--- src/shared/lmp_pkg.sv ---
// Constants for the twelve-channel LED PWM dimming core.
// Assumes a single core clock at 40 MHz; no register bus, all controls are ports.
package lmp_pkg;

    // Channel and counter geometry
    localparam int unsigned NUM_CH         = 12;
    localparam int unsigned CH_IDX_W       = 4;
    localparam int unsigned CNT_W          = 10;
    localparam logic [9:0]  CNT_LAST       = 10'h3FF;
    localparam logic [9:0]  CNT_HALF_LAST  = 10'h1FF;
    localparam logic [9:0]  CNT_RESET      = 10'h000;
    localparam int unsigned PERIOD_TICKS   = 1024;

    // Clock divider setting layout: [2:0] power-of-two exponent, [7:3] decimal count minus one
    localparam int unsigned DIV_W          = 8;
    localparam int unsigned DIV_EXP_LSB    = 0;
    localparam int unsigned DIV_EXP_W      = 3;
    localparam int unsigned DIV_DEC_LSB    = 3;
    localparam int unsigned DIV_DEC_W      = 5;
    localparam int unsigned PRE_W          = 7;
    localparam logic [7:0]  DIV_RESET      = 8'h04;
    localparam logic [6:0]  PRE_RESET      = 7'h00;
    localparam logic [4:0]  DEC_RESET      = 5'h00;

    // Configuration and outputs after reset
    localparam logic        SYNC_MASTER_RESET = 1'b0;
    localparam logic [11:0] BYPASS_RESET      = 12'hFFF;
    localparam logic [9:0]  COUNT_VAL_RESET   = 10'h000;

    // Timing figures
    localparam real         CORE_CLK_MHZ         = 40.0;
    localparam int unsigned SYNC_ALIGN_MAX_CYCLES = 16;

endpackage : lmp_pkg

--- src/design/lmp_dimming_core.sv ---
// Twelve-channel PWM dimming core driving LED bypass switches.
// Assumes one 40 MHz core clock, synchronous inputs, and a host that strobes writes.
`timescale 1ns/1ps
`default_nettype none

// Overview of operation
// - Separate on and off count per channel
// - Ten-bit counter compared against all counts
// - On-count match opens bypass, LED lit
// - Off-count match closes bypass, LED dark
// - Counter runs 0 to 1023, then wraps
// - Period is 1024 divided clock ticks
// - Compare enable gates both match results
// - Power-of-two prescaler then decimal divider
// - Divider resets to divide by sixteen
// - Counter clears to zero at reset
// - Master select drives sync line, default input
// - Master emits half-period high pulse at wrap
// - Follower rising sync edge clears counter, divider
// - Broadcast sync command clears counter, divider
// - Command alignment within sixteen clock cycles
// - Equal counts: off match wins
// - New counts staged until opposite match
module lmp_dimming_core (
    input  wire logic                             core_clk_i,
    input  wire logic                             rstn_i,
    input  wire logic                             cnt_wr_i,
    input  wire logic [lmp_pkg::CH_IDX_W-1:0]     cnt_wr_chan_i,
    input  wire logic                             cnt_wr_sel_off_i,
    input  wire logic [lmp_pkg::CNT_W-1:0]        cnt_wr_data_i,
    input  wire logic [lmp_pkg::NUM_CH-1:0]       channel_compare_enable_i,
    input  wire logic                             cfg_wr_i,
    input  wire logic [lmp_pkg::DIV_W-1:0]        pwm_clock_divider_setting_i,
    input  wire logic                             sync_master_select_i,
    input  wire logic                             sync_cmd_i,
    input  wire logic                             sync_i,
    output logic                                  sync_o,
    output logic                                  sync_oe_o,
    output logic      [lmp_pkg::NUM_CH-1:0]       bypass_on_o,
    output logic      [lmp_pkg::CNT_W-1:0]        pwm_period_counter_o,
    output logic      [lmp_pkg::DIV_W-1:0]        divider_setting_o,
    output logic                                  sync_master_o
);

    // Configuration registers
    logic [lmp_pkg::DIV_W-1:0]        div_q;
    logic [lmp_pkg::DIV_W-1:0]        div_d;
    logic                             master_q;
    logic                             master_d;

    // Divider and period counter
    logic [lmp_pkg::PRE_W-1:0]        pre_cnt_q;
    logic [lmp_pkg::PRE_W-1:0]        pre_cnt_d;
    logic [lmp_pkg::DIV_DEC_W-1:0]    dec_cnt_q;
    logic [lmp_pkg::DIV_DEC_W-1:0]    dec_cnt_d;
    logic [lmp_pkg::CNT_W-1:0]        cnt_q;
    logic [lmp_pkg::CNT_W-1:0]        cnt_d;

    // Sync line handling
    logic                             sync_meta_q;
    logic                             sync_s_q;
    logic                             sync_prev_q;
    logic                             sync_out_q;
    logic                             sync_out_d;

    // Channel outputs and active counts
    logic [lmp_pkg::NUM_CH-1:0]       bypass_q;
    logic [lmp_pkg::NUM_CH-1:0]       bypass_d;
    logic [lmp_pkg::NUM_CH-1:0]       on_hit;
    logic [lmp_pkg::NUM_CH-1:0]       off_hit;
    logic [lmp_pkg::NUM_CH-1:0]       on_act;
    logic [lmp_pkg::NUM_CH-1:0]       off_act;
    logic [lmp_pkg::NUM_CH*lmp_pkg::CNT_W-1:0] act_on;
    logic [lmp_pkg::NUM_CH*lmp_pkg::CNT_W-1:0] act_off;

    // Divider field decode
    wire  [lmp_pkg::DIV_EXP_W-1:0]    div_exp   = div_q[lmp_pkg::DIV_EXP_LSB +: lmp_pkg::DIV_EXP_W];
    wire  [lmp_pkg::DIV_DEC_W-1:0]    div_dec   = div_q[lmp_pkg::DIV_DEC_LSB +: lmp_pkg::DIV_DEC_W];
    wire  [7:0]                       pre_span  = 8'h01 << div_exp;
    wire  [lmp_pkg::PRE_W-1:0]        pre_last  = 7'(pre_span - 8'h01);
    wire                              pre_wrap  = pre_cnt_q >= pre_last;
    wire                              dec_wrap  = dec_cnt_q >= div_dec;
    wire                              tick      = pre_wrap & dec_wrap;
    wire                              at_last   = cnt_q == lmp_pkg::CNT_LAST;
    wire                              at_half   = cnt_q == lmp_pkg::CNT_HALF_LAST;
    wire                              wrap_tick = tick & at_last;
    wire                              half_tick = tick & at_half;
    wire  [lmp_pkg::PRE_W-1:0]        pre_inc   = pre_cnt_q + 7'h01;
    wire  [lmp_pkg::DIV_DEC_W-1:0]    dec_inc   = dec_cnt_q + 5'h01;
    wire  [lmp_pkg::CNT_W-1:0]        cnt_inc   = cnt_q + 10'h001;

    // Phase alignment sources
    wire                              follow_rise = ~master_q & sync_s_q & ~sync_prev_q;
    wire                              align_clr   = sync_cmd_i | follow_rise;

    // Configuration update
    assign div_d    = cfg_wr_i ? pwm_clock_divider_setting_i : div_q;
    assign master_d = cfg_wr_i ? sync_master_select_i : master_q;

    // Prescaler then decimal divider, both cleared by alignment
    assign pre_cnt_d = align_clr ? lmp_pkg::PRE_RESET :
                       pre_wrap  ? lmp_pkg::PRE_RESET :
                       pre_inc;
    assign dec_cnt_d = align_clr ? lmp_pkg::DEC_RESET :
                       !pre_wrap ? dec_cnt_q :
                       dec_wrap  ? lmp_pkg::DEC_RESET :
                       dec_inc;

    // Free-running period counter, natural wrap after 1023
    assign cnt_d = align_clr ? lmp_pkg::CNT_RESET :
                   tick      ? cnt_inc :
                   cnt_q;

    // Master pulse: rises at wrap, falls after half a period
    assign sync_out_d = ~master_q ? 1'b0 :
                        wrap_tick ? 1'b1 :
                        half_tick ? 1'b0 :
                        sync_out_q;

    // Per-channel comparison and switch control
    genvar i;
    generate
        for (i = 0; i < lmp_pkg::NUM_CH; i++) begin : g_cmp
            wire [lmp_pkg::CNT_W-1:0] on_val  = act_on[i*lmp_pkg::CNT_W +: lmp_pkg::CNT_W];
            wire [lmp_pkg::CNT_W-1:0] off_val = act_off[i*lmp_pkg::CNT_W +: lmp_pkg::CNT_W];
            wire                      en      = channel_compare_enable_i[i];

            assign on_hit[i]   = cnt_q == on_val;
            assign off_hit[i]  = cnt_q == off_val;
            assign on_act[i]   = en & on_hit[i];
            assign off_act[i]  = en & off_hit[i];
            assign bypass_d[i] = off_act[i] ? 1'b1 :
                                 on_act[i]  ? 1'b0 :
                                 bypass_q[i];
        end
    endgenerate

    // Staged and active counts per channel
    lmp_count_store u_store (
        .core_clk_i   (core_clk_i),
        .rstn_i       (rstn_i),
        .wr_i         (cnt_wr_i),
        .wr_chan_i    (cnt_wr_chan_i),
        .wr_sel_off_i (cnt_wr_sel_off_i),
        .wr_data_i    (cnt_wr_data_i),
        .on_hit_i     (on_hit),
        .off_hit_i    (off_hit),
        .act_on_o     (act_on),
        .act_off_o    (act_off)
    );

    always_ff @(posedge core_clk_i or negedge rstn_i) begin
        if (!rstn_i) begin
            div_q <= lmp_pkg::DIV_RESET;
        end else begin
            div_q <= div_d;
        end
    end

    always_ff @(posedge core_clk_i or negedge rstn_i) begin
        if (!rstn_i) begin
            master_q <= lmp_pkg::SYNC_MASTER_RESET;
        end else begin
            master_q <= master_d;
        end
    end

    always_ff @(posedge core_clk_i or negedge rstn_i) begin
        if (!rstn_i) begin
            pre_cnt_q <= lmp_pkg::PRE_RESET;
            dec_cnt_q <= lmp_pkg::DEC_RESET;
        end else begin
            pre_cnt_q <= pre_cnt_d;
            dec_cnt_q <= dec_cnt_d;
        end
    end

    always_ff @(posedge core_clk_i or negedge rstn_i) begin
        if (!rstn_i) begin
            cnt_q <= lmp_pkg::CNT_RESET;
        end else begin
            cnt_q <= cnt_d;
        end
    end

    // Two-flop synchroniser on the sync input, then edge history
    always_ff @(posedge core_clk_i or negedge rstn_i) begin
        if (!rstn_i) begin
            sync_meta_q <= 1'b0;
            sync_s_q    <= 1'b0;
            sync_prev_q <= 1'b0;
        end else begin
            sync_meta_q <= sync_i;
            sync_s_q    <= sync_meta_q;
            sync_prev_q <= sync_s_q;
        end
    end

    always_ff @(posedge core_clk_i or negedge rstn_i) begin
        if (!rstn_i) begin
            sync_out_q <= 1'b0;
        end else begin
            sync_out_q <= sync_out_d;
        end
    end

    always_ff @(posedge core_clk_i or negedge rstn_i) begin
        if (!rstn_i) begin
            bypass_q <= lmp_pkg::BYPASS_RESET;
        end else begin
            bypass_q <= bypass_d;
        end
    end

    // Sole driver only when master selected
    assign sync_oe_o            = master_q;
    assign sync_o               = sync_out_q;
    assign bypass_on_o          = bypass_q;
    assign pwm_period_counter_o = cnt_q;
    assign divider_setting_o    = div_q;
    assign sync_master_o        = master_q;

endmodule : lmp_dimming_core

`default_nettype wire

--- src/design/lmp_count_store.sv ---
// Per-channel turn-on and turn-off counts: staging and active registers.
// Assumes hit strobes come from the period counter comparison in the core.
`timescale 1ns/1ps
`default_nettype none

module lmp_count_store (
    input  wire logic                                      core_clk_i,
    input  wire logic                                      rstn_i,
    input  wire logic                                      wr_i,
    input  wire logic [lmp_pkg::CH_IDX_W-1:0]              wr_chan_i,
    input  wire logic                                      wr_sel_off_i,
    input  wire logic [lmp_pkg::CNT_W-1:0]                 wr_data_i,
    input  wire logic [lmp_pkg::NUM_CH-1:0]                on_hit_i,
    input  wire logic [lmp_pkg::NUM_CH-1:0]                off_hit_i,
    output logic      [lmp_pkg::NUM_CH*lmp_pkg::CNT_W-1:0] act_on_o,
    output logic      [lmp_pkg::NUM_CH*lmp_pkg::CNT_W-1:0] act_off_o
);

    genvar i;
    generate
        for (i = 0; i < lmp_pkg::NUM_CH; i++) begin : g_ch
            localparam logic [3:0] CH_ID = 4'(i);
            logic [lmp_pkg::CNT_W-1:0] stage_on_q;
            logic [lmp_pkg::CNT_W-1:0] stage_off_q;
            logic [lmp_pkg::CNT_W-1:0] stage_on_d;
            logic [lmp_pkg::CNT_W-1:0] stage_off_d;
            logic [lmp_pkg::CNT_W-1:0] act_on_q;
            logic [lmp_pkg::CNT_W-1:0] act_off_q;
            wire                       wr_on  = wr_i & (wr_chan_i == CH_ID) & ~wr_sel_off_i;
            wire                       wr_off = wr_i & (wr_chan_i == CH_ID) & wr_sel_off_i;

            assign stage_on_d  = wr_on  ? wr_data_i : stage_on_q;
            assign stage_off_d = wr_off ? wr_data_i : stage_off_q;

            always_ff @(posedge core_clk_i or negedge rstn_i) begin
                if (!rstn_i) begin
                    stage_on_q  <= lmp_pkg::COUNT_VAL_RESET;
                    stage_off_q <= lmp_pkg::COUNT_VAL_RESET;
                    act_on_q    <= lmp_pkg::COUNT_VAL_RESET;
                    act_off_q   <= lmp_pkg::COUNT_VAL_RESET;
                end else begin
                    stage_on_q  <= stage_on_d;
                    stage_off_q <= stage_off_d;
                    if (off_hit_i[i]) begin
                        act_on_q <= stage_on_d;
                    end
                    if (on_hit_i[i]) begin
                        act_off_q <= stage_off_d;
                    end
                end
            end

            assign act_on_o[i*lmp_pkg::CNT_W +: lmp_pkg::CNT_W]  = act_on_q;
            assign act_off_o[i*lmp_pkg::CNT_W +: lmp_pkg::CNT_W] = act_off_q;
        end
    endgenerate

endmodule : lmp_count_store

`default_nettype wire

--- config.mk ---
export PLATFORM = sky130hd
export DESIGN_NAME = lmp_dimming_core
export DESIGN_NICKNAME = d
export VERILOG_FILES = /design/src/shared/lmp_pkg.sv /design/src/design/lmp_dimming_core.sv /design/src/design/lmp_count_store.sv
export SDC_FILE = /design/constraint.sdc
export NUM_CORES = 1
export LEC_CHECK = 0
export BUFFER_PORTS_ARGS = -buffer_cell sky130_fd_sc_hd__buf_4
export CAP_MARGIN = 20
export CORE_UTILIZATION = 41
export DETAILED_ROUTE_END_ITERATION = 10
export PLACE_DENSITY = 0.67
export RECOVER_POWER = 100
export SYNTH_ARGS = -nofsm -noshare
export SYNTH_HDL_FRONTEND = slang
export SYNTH_SLANG_ARGS = --single-unit
--- constraint.sdc ---
create_clock -name core_clk_i -period 6.2 [get_ports core_clk_i]
set_clock_uncertainty 0.1 [all_clocks]
set_input_delay 1.24 -clock core_clk_i [delete_from_list [all_inputs] [get_ports core_clk_i]]
set_output_delay 1.24 -clock core_clk_i [all_outputs]
set_load 0.02 [all_outputs]
==> impl_metrics.tcl <==
set metrics [dict create \
    status "finished, violations left" \
    failed_checks "max-capacitance violations, max-slew violations" \
    crit_end "pwm_period_counter_o[7]" \
    wl_met2_um 24500 \
    timing.final.crit_share_pct 77.7 \
    hold_buffers 0 \
    h-tree-depth 2 \
    remaining_drc_errors 0 \
    synth_top_area_cell "dfrtp_1" \
    holdPathStages 0 \
    path_max_fanout 28 \
    cts_resized 0 \
    seqPwrFrac_pct 45.2 \
    slowest_delay_ns 2.12 \
    tritoncts "yes" \
    clock-sinks 527 \
    netlist_area_sq_mm 0.0231 \
    die_x_um 239 \
    top_layer "met5" \
    ant_nets 0 \
    synth_area_leaders "dfrtp_1 (56%), mux2_2 (24%), xnor2_1 (7.4%)" \
    reg2reg_to "u_store.g_ch[5].act_off_q[4]" \
    dp_hpwl_um 29800 \
    crit_type "flop to output pin" \
    critPathLaunchType "flop" \
    area_growth_pct 13.0 \
    routedWlPerCell_um 21.0 \
    final_cell_area_sq_mm 0.0261 \
    setup_slack_ns 1.38 \
    wl_met1_um 24700 \
    layout_common_cells "dfrtp_1 (513), mux2_2 (380), xnor2_1 (196)" \
    tightest_slew_ns 3.02 \
    r2r_cells 6 \
    initial_core_util_pct 41.7 \
    worst_path_max_delay_cell "clkbuf_1" \
    grt_max_degree 193 \
    drive_gt1_share_pct 31.4 \
    numCtsBuffers 54 \
    io_pins 75 \
    num_vias 13045 \
    leakagePower_nw 11.6 \
    synth_top_cell_area_share_pct 55.7 \
    ys_ff_latch 527 \
    grt_pass1_vias 13668 \
    vdd_drop_max_uv 230 \
    cp-startpoint "pwm_period_counter_o[7]" \
    die_h_um 239 \
    max_freq_mhz 207 \
    core_area_sq_mm 0.0554 \
    nets 1765 \
    gp_congestion 0.759 \
    yosysWarnings 0 \
    synth_area_per_cell_sq_um 14.2 \
    antenna_found_initial 4 \
    min_period_ns 4.82 \
    vias_per_cell 5.22 \
    grt_pass1_wl_um 81800 \
    yosys_most_used_dff "dfrtp_1" \
    timing.rr.start "pwm_period_counter_o[7]" \
    syn_nets 1685 \
    drt_first_iter_violations 742 \
    pre_cts_ws_ns 2.33 \
    final_common_cell "dfrtp_1" \
    drv_cap 9 \
    clock_path_buffers 3 \
    crit_path_end_kind "output pin" \
    slew_viol_final 170 \
    clock_latency_ns 0.59 \
    die_area_sq_mm 0.0573 \
    setup_violations 0 \
    fillers 4943 \
    port_buffers 74 \
    synth_cells 1627 \
    hp-class "flop to flop" \
    p_clk_share_pct 31.8 \
    drt-total-wl_um 52500 \
    p_per_area_mw_per_mm2 416 \
    post_cts_buffers 0 \
    root_buffer "clkbuf_16" \
    synth.distinct_cells 46 \
    dr_wl_met3_um 2370 \
    synth_edf_count 0 \
    hold_viol_final 0 \
    firstDrtPassIters 5 \
    ys_seq_area_share_pct 57.2 \
    slew_headroom_pct -101 \
    finalSetupTns_ns 0 \
    intPower_mw 7.95 \
    switchingPower_mw 2.91 \
    rsz0062_at_grt "false" \
    clk_pin_slew_worst_paths_ns 0.06 \
    track_usage_pct 18.9 \
    synthArstFlopShare_pct 100 \
    cp.arrival_ns 3.48 \
    rows 86 \
    rrSetupSlack_ns 1.38 \
    crit_chain "clkbuf_1 > buf_4" \
    combPwrFrac_pct 23.0 \
    dpl.cell_count 2399 \
    switching_share_pct 26.8 \
    critical_path_required_ns 4.86 \
    finalNonFillerCells 2501 \
    placed_cell_area_sq_mm 0.0246 \
    overflow 0 \
]
[logic make-up after synthesis]
logic type | share of synthesized area [%]
buffers and inverters | 2.12
adder cells (fa/ha/maj) | 0.867
AO/OA/AOI/OAI | 1.66
AND/OR/NAND/NOR | 5.08
flip-flops | 57.2
XOR/XNOR | 9.33
multiplexers | 23.7
[power by group through the flow]
stage / Combinational (mW) / Sequential [mW] / Clock, mW
CTS: 2.69 / 4.93 / 3.53
detailed placement: 2.68 / 4.98 / 0
finish: 2.50 / 4.91 / 3.45
global placement: 2.60 / 4.93 / 0
global route: 2.73 / 5.03 / 3.67
floorplan: 1.99 / 4.91 / 0
[state kept, by name, summed over array words and instances, names as in the netlist]
register,flops
bypass_on_o,12
dec_cnt_q,5
divider_setting_o,8
pre_cnt_q,7
pwm_period_counter_o,10
sync_master_o,1
sync_meta_q,1
sync_o,1
sync_prev_q,1
sync_s_q,1
u_store.g_ch.act_off_q,120
u_store.g_ch.act_on_q,120
u_store.g_ch.stage_off_q,120
u_store.g_ch.stage_on_q,120
[per-stage QoR]
| stage | hold WS [ns] | power, mW | util, % |
|---|---|---|---|
| 5_1_grt | 0.249 | 11.4 | 47.1 |
| 4_1_cts | 0.248 | 11.2 | 47.8 |
| 6_report | 0.247 | 10.9 | 47.1 |
| 3_5_place_dp | 0.235 | 7.66 | 44.4 |
| 3_3_place_gp | 0.238 | 7.53 | 44.4 |
| 2_1_floorplan | 0.231 | 6.90 | - |
[how the worst min path moves through the flow]
stage | slack, ns | to | start
global route | 0.25 | sync_s_q | sync_meta_q
detailed placement | 0.23 | sync_s_q | sync_meta_q
CTS | 0.25 | sync_s_q | sync_meta_q
global placement | 0.24 | sync_s_q | sync_meta_q
floorplan | 0.23 | sync_s_q | sync_meta_q
finish | 0.25 | sync_s_q | sync_meta_q
[worst max-delay path: cells and delay by family (launching register included)]
| family | cells | cell delay (ns) |
|---|---|---|
| flops | 1 | 0.34 |
| buf+inv | 2 | 2.55 |
[synth_stat cells (3+ instances only)]
cell / instances
dfstp_2: 13
inv_1: 9
nor2_2: 8
nor2b_1: 4
nand3_1: 13
or3_1: 4
buf_4: 14
nand2_2: 11
mux2_2: 485
o21ai_0: 10
or4_1: 6
a31oi_1: 4
xnor2_1: 196
and3_1: 3
a31o_2: 3
dfrtp_1: 514
a22o_1: 12
xor2_1: 50
nand2b_1: 3
buf_6: 3
a21oi_1: 13
nor3_1: 4
ha_1: 16
nor4_1: 27
nand2_1: 36
clkbuf_1: 30
nand4_1: 51
nor2_1: 14
nand4b_1: 3
o31ai_1: 4
nor3_4: 4
buf_2: 41
[area by class of cell]
type                       instances  area, sq um  share of cell area [%]
clock inverter                    20          309                    1.19
sequential                       527        13200                    50.6
antenna                            2         5.00                  0.0192
inverter                           9         33.8                   0.130
timing repair buffer             112          679                    2.61
multi-input combinational       1003         9320                    35.7
tap                              748          936                    3.59
clock buffer                      80         1590                    6.10
[per-layer routing]
metal  vias to the layer above  track usage (%)
met3                        72             2.74
met4                         4             4.64
met5                         -                0
met1                      6879             27.0
li1                       5893                -
met2                       197             30.1
Note: power is estimated with default switching activity, not from simulation.
